[src/pkg/ghp_pkg.sv]
// Constants for the general-purpose 16-bit host port.
// Assumes a single core clock; all widths and strap codes live here.
package ghp_pkg;
    // =====================================================================
    // Widths
    localparam int GHP_DATA_W = 16;
    localparam int GHP_ADDR_W = 17;
    localparam int GHP_BYTE_W = 8;
    // =====================================================================
    // Strap codes
    localparam logic [2:0] GHP_IFACE_GENERIC = 3'h7;
    localparam logic GHP_BUS_STATUS_GENERIC = 1'h1;
    localparam logic GHP_ORDER_LITTLE = 1'h0;
    localparam logic GHP_ORDER_BIG = 1'h1;
    // =====================================================================
    // Reset values, timing and store size
    localparam logic [15:0] GHP_DATA_RESET = 16'h0000;
    localparam int GHP_SYNC_STAGES = 2;
    localparam int GHP_MEM_WORDS = 64;
    localparam int GHP_MEM_AW = 6;
    // Port state machine.
    typedef enum logic [2:0] {
        GHP_IDLE = 3'b000,
        GHP_REQ = 3'b001,
        GHP_DONE = 3'b010,
        GHP_HOLD = 3'b011
    } ghp_state_e;
endpackage

[src/verilog/ghp_mem.sv]
// Small word store standing in for the display buffer behind the port.
// Assumes requests are synchronous to CLK; read data come from a register.
`timescale 1ns/1ps
module ghp_mem
    import ghp_pkg::*;
(
    input wire logic clk,
    input wire logic wr_en,
    input wire logic [1:0] wr_lane,
    input wire logic [GHP_MEM_AW-1:0] addr,
    input wire logic [GHP_DATA_W-1:0] wr_data,
    output logic [GHP_DATA_W-1:0] rd_data
);
    logic [GHP_DATA_W-1:0] mem [GHP_MEM_WORDS];

    // =====================================================================
    // Byte-lane writes and a registered read.
    always_ff @(posedge clk) begin
        if (wr_en && wr_lane[0]) begin
            mem[addr][7:0] <= wr_data[7:0];
        end
        if (wr_en && wr_lane[1]) begin
            mem[addr][15:8] <= wr_data[15:8];
        end
        rd_data <= mem[addr];
    end
endmodule

[src/verilog/ghp_port.sv]
// Host-side port of the display controller, general-purpose 16-bit mode.
// Assumes all host pins and the host bus clock arrive asynchronously to CLK.
//
// Summary of operation
// RL1: Transfers run at host bus clock edges.
// RL2: Sixteen data lines, seventeen address inputs.
// RL3: Host decodes high address into chip select.
// RL4: Host places address, then lowers select.
// RL5: Host lowers write strobe only when writing.
// RL6: Host lowers read strobe only when reading.
// RL7: High-byte enable qualifies upper byte both ways; the port uses it on writes only, and reads return the whole word.
// RL8: Host: enable low 16-bit, high 8-bit.
// RL9: Wait released when data valid or accepted.
// RL10: Wait held until arbitration grants host.
// RL11: Ready low inserts wait; host extends cycle.
// RL12: Status and direction inputs ignored during cycles.
// RL13: Endian strap selects data byte order.
// RL14: Straps latched at reset release fix mode.
// RL15: Straps 111 with status high select mode.
// RL16: Strap zero little endian, one big endian.
// RL17: Drive data only during select and read.
`timescale 1ns/1ps
module ghp_port
    import ghp_pkg::*;
(
    input wire logic CLK,
    input wire logic RST,
    input wire logic HOST_BUS_CLOCK,
    input wire logic DISPLAY_CTRL_SELECT_N,
    input wire logic READ_STROBE_N,
    input wire logic WRITE_STROBE_N,
    input wire logic UPPER_BYTE_ENABLE_N,
    input wire logic PORT_ADDR_LSB,
    input wire logic [15:1] PORT_ADDR_HI,
    input wire logic PORT_ADDR_TOP,
    input wire logic [GHP_DATA_W-1:0] PORT_DATA_IN,
    output logic [GHP_DATA_W-1:0] PORT_DATA_OUT,
    output logic PORT_DATA_OE_N,
    output logic DISPLAY_CTRL_READY,
    input wire logic BUS_STATUS_STRAP,
    input wire logic READ_WRITE_DIR,
    input wire logic IFACE_SELECT_STRAP0,
    input wire logic IFACE_SELECT_STRAP1,
    input wire logic IFACE_SELECT_STRAP2,
    input wire logic BYTE_ORDER_STRAP,
    input wire logic REFRESH_BUSY,
    output logic HOST_GRANT,
    output logic MODE_ACTIVE,
    output logic BIG_ENDIAN
);
    ghp_state_e state;
    logic [GHP_SYNC_STAGES-1:0] clk_s, cs_s, rd_s, wr_s;
    logic bclk_d;
    logic rst_d;
    logic [2:0] iface_lat;
    logic bs_lat;
    logic [GHP_ADDR_W-1:0] addr_s1, addr_s2;
    logic [GHP_DATA_W-1:0] din_s1, din_s2;
    logic ube_s1, ube_s2, lsb_s1, lsb_s2;
    logic is_write;
    logic mem_wr;
    logic [1:0] mem_lane;
    logic [GHP_DATA_W-1:0] mem_rd;
    logic [GHP_DATA_W-1:0] mem_wd;
    logic bclk_rise;
    logic cyc_active;
    logic [4:0] strap_s1, strap_s2;
    logic [1:0] host_lane;

    // Swap bytes for big-endian hosts; used on both write and read paths.
    function automatic logic [GHP_DATA_W-1:0] order_bytes(
        input logic [GHP_DATA_W-1:0] d,
        input logic big
    );
        order_bytes = big ? {d[GHP_BYTE_W-1:0], d[GHP_DATA_W-1:GHP_BYTE_W]} : d;
    endfunction

    // =====================================================================
    // Two-stage synchronisers; only the second stage is read by logic.
    always_ff @(posedge CLK) begin
        clk_s <= {clk_s[0], HOST_BUS_CLOCK};
        cs_s <= {cs_s[0], DISPLAY_CTRL_SELECT_N};
        rd_s <= {rd_s[0], READ_STROBE_N};
        wr_s <= {wr_s[0], WRITE_STROBE_N};
        addr_s1 <= {PORT_ADDR_TOP, PORT_ADDR_HI, PORT_ADDR_LSB};
        addr_s2 <= addr_s1;
        din_s1 <= PORT_DATA_IN;
        din_s2 <= din_s1;
        ube_s1 <= UPPER_BYTE_ENABLE_N;
        ube_s2 <= ube_s1;
        lsb_s1 <= PORT_ADDR_LSB;
        lsb_s2 <= lsb_s1;
        bclk_d <= clk_s[1];
    end

    // Host transfers start only on rising host bus clock edges.
    assign bclk_rise = clk_s[1] && !bclk_d; // RL1

    // Strap pins are board levels, but they still pass two flops first so that a
    // strap still settling at power-up cannot make the latch metastable.
    always_ff @(posedge CLK) begin
        strap_s1 <= {BYTE_ORDER_STRAP, BUS_STATUS_STRAP, IFACE_SELECT_STRAP2,
                     IFACE_SELECT_STRAP1, IFACE_SELECT_STRAP0};
        strap_s2 <= strap_s1;
    end

    // =====================================================================
    // Straps are caught at the first edge after reset falls, never inside reset.
    always_ff @(posedge CLK) begin
        rst_d <= RST;
        if (RST) begin
            iface_lat <= 3'h0;
            bs_lat <= 1'h0;
            BIG_ENDIAN <= GHP_ORDER_LITTLE;
        end else if (rst_d) begin
            iface_lat <= strap_s2[2:0]; // RL14
            bs_lat <= strap_s2[3]; // RL14
            BIG_ENDIAN <= strap_s2[4] ? GHP_ORDER_BIG : GHP_ORDER_LITTLE; // RL16
        end
    end

    // The direction input plays no part in this mode; status only at strap time.
    assign MODE_ACTIVE = (iface_lat == GHP_IFACE_GENERIC) &&
                         (bs_lat == GHP_BUS_STATUS_GENERIC); // RL15 RL12

    // A cycle is open while select and a strobe are low. Both strobes low is not a legal
    // host cycle; it is taken as a write, since the write strobe wins below.
    assign cyc_active = MODE_ACTIVE && !cs_s[1] && (!rd_s[1] || !wr_s[1]);

    // =====================================================================
    // Transfer sequencer: request, wait for grant, complete, hold to end.
    // A refresh that never ends stalls the host too; its bus timeout must cover that.
    always_ff @(posedge CLK) begin
        if (RST) begin
            state <= GHP_IDLE;
            is_write <= 1'h0;
        end else begin
            unique case (state)
                GHP_IDLE: begin
                    if (cyc_active && bclk_rise) begin
                        state <= GHP_REQ;
                        is_write <= !wr_s[1];
                    end
                end
                GHP_REQ: begin
                    if (!REFRESH_BUSY) begin // RL10
                        state <= GHP_DONE;
                    end
                end
                GHP_DONE: begin
                    state <= GHP_HOLD;
                end
                GHP_HOLD: begin
                    if (!cyc_active) begin
                        state <= GHP_IDLE;
                    end
                end
                default: begin
                    state <= GHP_IDLE;
                end
            endcase
        end
    end

    // Grant is the one core clock in which the store belongs to the host.
    assign HOST_GRANT = (state == GHP_REQ) && !REFRESH_BUSY;

    // Lanes as the host sees them: its upper byte when the enable is low or the odd
    // byte is addressed, its lower byte only at an even address. A big-endian host's
    // bytes sit swapped in the store, so the lane pair swaps with the data.
    always_comb begin
        host_lane[1] = !ube_s2 || lsb_s2; // RL7
        host_lane[0] = !lsb_s2; // RL7
        mem_lane = BIG_ENDIAN ? {host_lane[0], host_lane[1]} : host_lane; // RL13
    end
    // Writes land in the grant cycle itself, so data are accepted before ready rises.
    assign mem_wr = HOST_GRANT && is_write;
    assign mem_wd = order_bytes(din_s2, BIG_ENDIAN); // RL13

    ghp_mem u_mem (
        .clk(CLK),
        .wr_en(mem_wr),
        .wr_lane(mem_lane),
        .addr(addr_s2[GHP_MEM_AW:1]), // RL2
        .wr_data(mem_wd),
        .rd_data(mem_rd)
    );

    // =====================================================================
    // Read data is captured when the store answers and held for the cycle.
    // It stays until the next read, so a late host sample still sees the right word.
    always_ff @(posedge CLK) begin
        if (RST) begin
            PORT_DATA_OUT <= GHP_DATA_RESET;
        end else if (state == GHP_DONE && !is_write) begin
            PORT_DATA_OUT <= order_bytes(mem_rd, BIG_ENDIAN); // RL13
        end
    end

    // Ready stays low from cycle start until data valid or accepted.
    // It is a flop so that the host never sees a glitch while the state machine moves.
    always_ff @(posedge CLK) begin
        if (RST) begin
            DISPLAY_CTRL_READY <= 1'h1;
        end else if (state == GHP_HOLD) begin
            DISPLAY_CTRL_READY <= 1'h1; // RL9
        end else if (cyc_active) begin
            DISPLAY_CTRL_READY <= 1'h0; // RL11
        end else begin
            DISPLAY_CTRL_READY <= 1'h1;
        end
    end

    // Bus driven only while select and read are low; enable is active low.
    // The enable trails the pins by the synchroniser, so the bus turns round a few core
    // clocks after the read strobe rises; the host must allow that before driving.
    always_ff @(posedge CLK) begin
        if (RST) begin
            PORT_DATA_OE_N <= 1'h1;
        end else begin
            PORT_DATA_OE_N <= !(MODE_ACTIVE && !cs_s[1] && !rd_s[1]); // RL17
        end
    end
endmodule

[config.mk]
export PLATFORM = sky130hd
export DESIGN_NAME = ghp_port
export DESIGN_NICKNAME = d
export VERILOG_FILES = /design/src/pkg/ghp_pkg.sv /design/src/verilog/ghp_mem.sv /design/src/verilog/ghp_port.sv
export SDC_FILE = /design/constraint.sdc
export NUM_CORES = 1
export LEC_CHECK = 0
export ABC_AREA = 1
export BUFFER_PORTS_ARGS = -buffer_cell sky130_fd_sc_hd__buf_4
export CAP_MARGIN = 20
export CORE_AREA = 10 10 291 293
export CTS_CLUSTER_DIAMETER = 50
export DETAILED_ROUTE_END_ITERATION = 16
export DIE_AREA = 0 0 301 303
export GPL_ROUTABILITY_DRIVEN = 0
export PLACE_DENSITY = 0.76
export SLEW_MARGIN = 10
export SYNTH_ARGS = -nofsm -noshare
export SYNTH_HDL_FRONTEND = slang
export SYNTH_SLANG_ARGS = --single-unit
[constraint.sdc]
create_clock -name CLK -period 5.82 [get_ports CLK]
set_clock_uncertainty 0.05 [all_clocks]
set_input_delay 1.164 -clock CLK [delete_from_list [all_inputs] [get_ports CLK]]
set_output_delay 1.164 -clock CLK [all_outputs]
set_load 0.05 [all_outputs]
# --- After elaboration in Yosys (flattened, before gate mapping) ---
# Memory sizes are Yosys's and may differ from the RTL's. A register that Yosys moved wholly into a read port is not among the register bits.
# Cells that the tools add are included.
totals:
  output_inout_bits: 21
  in_bits: 47
  n_memories: 1
  regBits: 97
  ramBits: 1024
  rom_bits: 0
  latchBits: 0
  word_cells: 71
op_classes:
  magnitude_cmp: 0
  muxes: 13
  div_mod_pow: 0
  n_addsub: 0
  bitwise_logic: 0
  n_eq_ne: 7
  multipliers: 0
  n_reduce_logical: 26
  n_shift: 0
memory_table:
  columns: ["name", "words", "word_bits", "rd", "rd_clocked_by_memory_dff", "wr", "line", "text"]
  rows:
  - ["u_mem.mem", 64, 16, 1, 1, 1, "ghp_mem.sv:14", "logic [GHP_DATA_W-1:0] mem [GHP_MEM_WORDS];"]
ops:
  columns: ["op", "count"]
  rows:
  - ["2-to-1 mux 16 bit", 2]
  - ["one-hot mux 3 bit (4 select lines)", 1]
  - ["logical AND 1 bit", 11]
  - ["zero test 1 bit", 9]
  - ["2-to-1 mux 3 bit", 3]
  - ["== test 3 x 2 -> 1 bit (second input constant)", 2]
  - ["2-to-1 mux 1 bit", 6]
  - ["inequality test 2 bit (second input constant)", 3]
  - ["== test 3 x 1 -> 1 bit (second input constant)", 1]
  - ["== test 3 bit (second input constant)", 1]
  - ["zero test 3 bit", 1]
  - ["AND reduction 3 bit", 1]
  - ["logical OR 1 bit", 2]
  - ["2-to-1 mux 2 bit", 1]
  - ["AND reduction 2 bit", 1]
  - ["OR reduction 2 bit", 1]

# --- Logic depth before layout (Yosys ltp) ---
logic_depth:
  depth_word: 7
  ltp_mapped: 15

# --- By module ---
# From an unflattened synthesis, not the netlist that was laid out.
hier_totals:
  cells_unflattened: 4625
  hier_area_um2: 46803.6
modules_own_cells:
  columns: ["mod", "seq_area_each_um2", "cells_each", "instances", "area_each_um2"]
  rows:
  - ["ghp_mem", 31069.8, 4345, 1, 44019.7]
  - ["ghp_port", 1881.8, 280, 1, 2783.9]

# --- Worst setup path after synthesis ---
# No wires, ideal clock.
synth_path:
  path_type: "register to register"
  start: "register BIG_ENDIAN"
  end: "memory u_mem.mem[0][14] (data pin)"
  path_stages_with_launch: 5
  arrival_time_ps: 3834
  path_slack_ps: 1234
  required_ps: 5068
  path_cell_list: "dfxtp_1 -> buf_2 -> clkinv_1 -> clkbuf_1 -> o21ai_0"
synth_via:
  elab_chain_len: 1
synth_lines:
  columns: ["item", "line", "text"]
  rows:
  - ["start: declaration", "ghp_port.sv:49", "output logic BIG_ENDIAN"]
  - ["start signal: assignment", "ghp_port.sv:118", "BIG_ENDIAN <= strap_s2[4] ? GHP_ORDER_BIG : GHP_ORDER_LITTLE;"]
  - ["2-to-1 mux 16 bit", "ghp_port.sv:75", "order_bytes = big ? {d[GHP_BYTE_W-1:0], d[GHP_DATA_W-1:GHP_BYTE_W]} : d;"]
  - ["net mem_wd[14]", "ghp_port.sv:64", "logic [GHP_DATA_W-1:0] mem_wd;"]
  - ["end: declaration", "ghp_mem.sv:14", null]
# The timed path passes the listed nets, and every way through them passes these cells.

# --- Worst setup path in the final report ---
layout_path:
  start: "register addr_s2[2]"
  end: "memory u_mem.mem[50][4], enable pin"
layout_rtl:
  columns: ["item", "line", "text"]
  rows:
  - ["start: declaration", "ghp_port.sv:57", "logic [GHP_ADDR_W-1:0] addr_s1, addr_s2;"]
  - ["start signal: assignment", "ghp_port.sv:86", "addr_s2 <= addr_s1;"]
# Straight into the memory's write port.

==> qor.csv <==
stage,metric,value,unit
status,status,"complete, no violations",
die,dieHeight,303,microns
die,ios,68,
sta,final_hold_viol_count,0,
sta,max_freq,250,MHz
clocking,cts_tree,yes,
die,row_count,103,
sta,slew_viol_final,0,
setup_path,endpoint_kind,register,
clocking,hold_buffers,0,
clocking,cts_root_buf,clkbuf_16,
setup_path,r2r_slack,1830,ps
routing,routedWlPerCell,19.2,microns
die,die_w,301,microns
layout,final_cell_mix,"nand2_1 (2,897), edfxtp_1 (1,024), buf_4 (127)",
sta,fin_crit_sh,68.6,%
clocking,htree_levels,3,
worst_hold_path,hp-class,reg -> reg,
routing,via_per_inst,5.44,
grt,grt_pass1_vias,29900,
sta,finalSetupViolCount,0,
layout,fillerInstances,5709,
clocking,cts-resized-gates,0,
power,p_switching,0.00411,W
job,max_cap_viol_count,0,
die,core_area,0.0786,sq mm
layout,layout_commonest_cell,nand2_1,
routing,vias,31600,
setup_path,startpoint,addr_s2[2],
synth,yosysWarnings,0,
clocking,clock_path_buffers,3,
synth,syn_avg_cell_area,10.2,sq um
place,io_buffers,56,
setup_path,required,6160,ps
layout,syn_to_final_growth,11.3,%
setup_path,cp_top_family,simple AND/OR/NAND/NOR gates,
setup_path,cp.arrival,4330,ps
sta,finalCriticalPeriod,3990,ps
die,die-area,0.0912,sq mm
routing,first_iter_violations,3436,
power,swShare,23.3,%
setup_path,path_cells,inv_8 -> nor2_2 -> nand2_2 -> nor3_1 -> buf_2,
setup_path,critPathSlowestCell,nor3_1,
setup_path,r2r_cells,5,
layout,antenna_cells,0,
grt,grt_max_degree,162,
sta,worstMarginPinSlew,1120,ps
setup_path,path_class,reg -> reg,
layout,multi_input_area,0.0130,sq mm
routing,firstDrtPassIters,6,
grt,antenna_found_initial,2,
synth,synthesis.area,0.0470,sq mm
clocking,clkTransAtPathRegs,60,ps
power,peakVddDrop,252,uV
layout,regArea,0.0330,sq mm
synth,synth_cell_types,30,
setup_path,worstPathMaxFanout,60,
setup_path,path_buf_inv,2,
setup_path,r2r-end,u_mem.mem[50][4],
grt,gr-total-overflow,0,
synth,syn-num-nets,4677,
sta,rsz0062_at_grt,false,
synth,ys_seq_area_share,70.1,%
clocking,cts_setup_buffers,0,
grt,grt_pass1_wl,170000,microns
sta,tns,0,ps
power,internal-power,0.0135,W
setup_path,cp.depth,5,
die,initial_core_util,59.8,%
routing,ant_nets,0,
grt,globalRouteTotalUtil,24.1,%
layout,final_layout_size_suffix_gt1_share,9.32,%
sta,relSlewSlack,24.7,%
power,powerDensity,336,mW/mm^2
clocking,numCtsBuffers,115,
setup_path,critPathMaxStageDelay,960,ps
power,leakagePower,21.8,nW
routing,drc_errors,0,
power,pwr-share-clk,40.3,%
synth,synth-seq-cells,1134,
clocking,cts.sinks,1134,
setup_path,startpoint_type,register,
routing,totalWireLength,112000,microns
setup_path,worstSetupEndpoint,u_mem.mem[50][4],
power,power_frac_comb,7.9,%
synth,netlist_instances,4625,
place,hpwlAfterDp,61200,microns
power,power,0.0176,W
power,p_seq_share,51.8,%
setup_path,r2r-start,addr_s2[2],
layout,nets,4722,
clocking,insertion_delay,690,ps
per-layer routing:
metal | track usage, % | share of wire (%) | vias up | wire [microns]
met3 | 4.05 | 9.4 | 239 | 10500
met1 | 32.5 | 40 | 14800 | 44400
li1 | - | - | 15100 | -
met4 | 9.92 | 3.5 | 2 | 3940
met2 | 38.9 | 47 | 1449 | 52800
met5 | 0 | 0.012 | - | 13
final cells by class:
class,instances,share of cell area [%]
Clock inverter,49,0.836
Sequential cell,1134,62.9
Timing Repair Buffer,173,2.37
Inverter,51,0.413
Clock buffer,162,6.19
Multi-Input combinational cell,3195,24.7
Tap cell,1050,2.51
power groups by stage:
stage	clock network (W)	logic, W	registers, W
2_1_floorplan	0	0.000757	0.00941
3_3_place_gp	0	0.00132	0.00930
3_5_place_dp	0	0.00136	0.00930
4_1_cts	0.00715	0.00137	0.00913
5_1_grt	0.00749	0.00151	0.00914
6_report	0.00710	0.00139	0.00913
worst register-to-register path, cell delays in order, from the launching register on:
cell and delay [ps]:
dfxtp_4 870, inv_8 280, nor2_2 490, nand2_2 740, nor3_1 980, buf_2 300
synthesized netlist by cell type:
cell type | number | area, sq um
nand2_1 | 2897 | 10900
edfxtp_1 | 1024 | 30700
buf_2 | 111 | 556
dfxtp_1 | 110 | 2200
clkbuf_1 | 81 | 304
nor3_1 | 76 | 380
nor2_1 | 61 | 229
nor3_2 | 53 | 531
o21ai_0 | 44 | 220
inv_1 | 37 | 139
buf_1 | 36 | 135
a31oi_1 | 16 | 100
nand3_1 | 12 | 60.1
inv_2 | 10 | 37.5
buf_4 | 9 | 67.6
buf_6 | 8 | 90.1
nor3_4 | 7 | 114
o211ai_1 | 6 | 45.0
ha_1 | 5 | 62.6
or2_2 | 5 | 31.3
inv_4 | 3 | 18.8
nand2_2 | 3 | 18.8
nor2_2 | 3 | 18.8
a21oi_1 | 2 | 10.0
and3_1 | 1 | 6.26
clkinv_1 | 1 | 3.75
nand4_1 | 1 | 6.26
o211ai_2 | 1 | 12.5
o21ai_1 | 1 | 5.00
or2_1 | 1 | 6.26
stage by stage:
step / setup slack (ps) / hold slack (ps) / cell area (sq um) / utilization (%) / instances
after floorplan: 1230 / 260 / 47000 / - / 4625
after global routing: 1830 / 278 / 52400 / 66.6 / 5814
after CTS: 1870 / 275 / 52200 / 66.4 / 5785
after detailed placement: 1840 / 262 / 48500 / 61.7 / 5574
after global placement: 1890 / 260 / 48400 / 61.5 / 5551
final: 1830 / 275 / 52400 / 66.6 / 5814
registers in the layout, indices dropped and copies added (netlist names), 2 cells and up:
| register | flops |
|---|---|
| addr_s1 | 7 |
| strap_s2 | 5 |
| cs_s | 2 |
| u_mem.rd_data | 16 |
| strap_s1 | 5 |
| clk_s | 2 |
| din_s2 | 16 |
| u_mem.mem | 1024 |
| din_s1 | 16 |
| state | 2 |
| iface_lat | 3 |
| PORT_DATA_OUT | 16 |
| addr_s2 | 7 |
| rd_s | 2 |
| wr_s | 2 |
how the worst min path moves through the flow:
| stage | slack, ps | to | cells after the start | startpoint |
|---|---|---|---|---|
| final | 270 | addr_s2[1] | 0 | addr_s1[1] |
| after global routing | 280 | addr_s2[1] | 0 | addr_s1[1] |
| after CTS | 280 | addr_s2[5] | 0 | addr_s1[5] |
| after detailed placement | 260 | addr_s2[5] | 0 | addr_s1[5] |
| after global placement | 260 | din_s2[5] | 0 | din_s1[5] |
| after floorplan | 260 | addr_s2[0] | 0 | addr_s1[0] |
cells by family after synthesis:
logic type | share of synthesized area (%)
adders and majority gates | 0.133
and+or+nand+nor | 26.1
buffers and inverters | 2.87
DFF | 70.1
AOI/OAI and AO/OA | 0.835
Note: power is estimated with default switching activity, not from simulation.
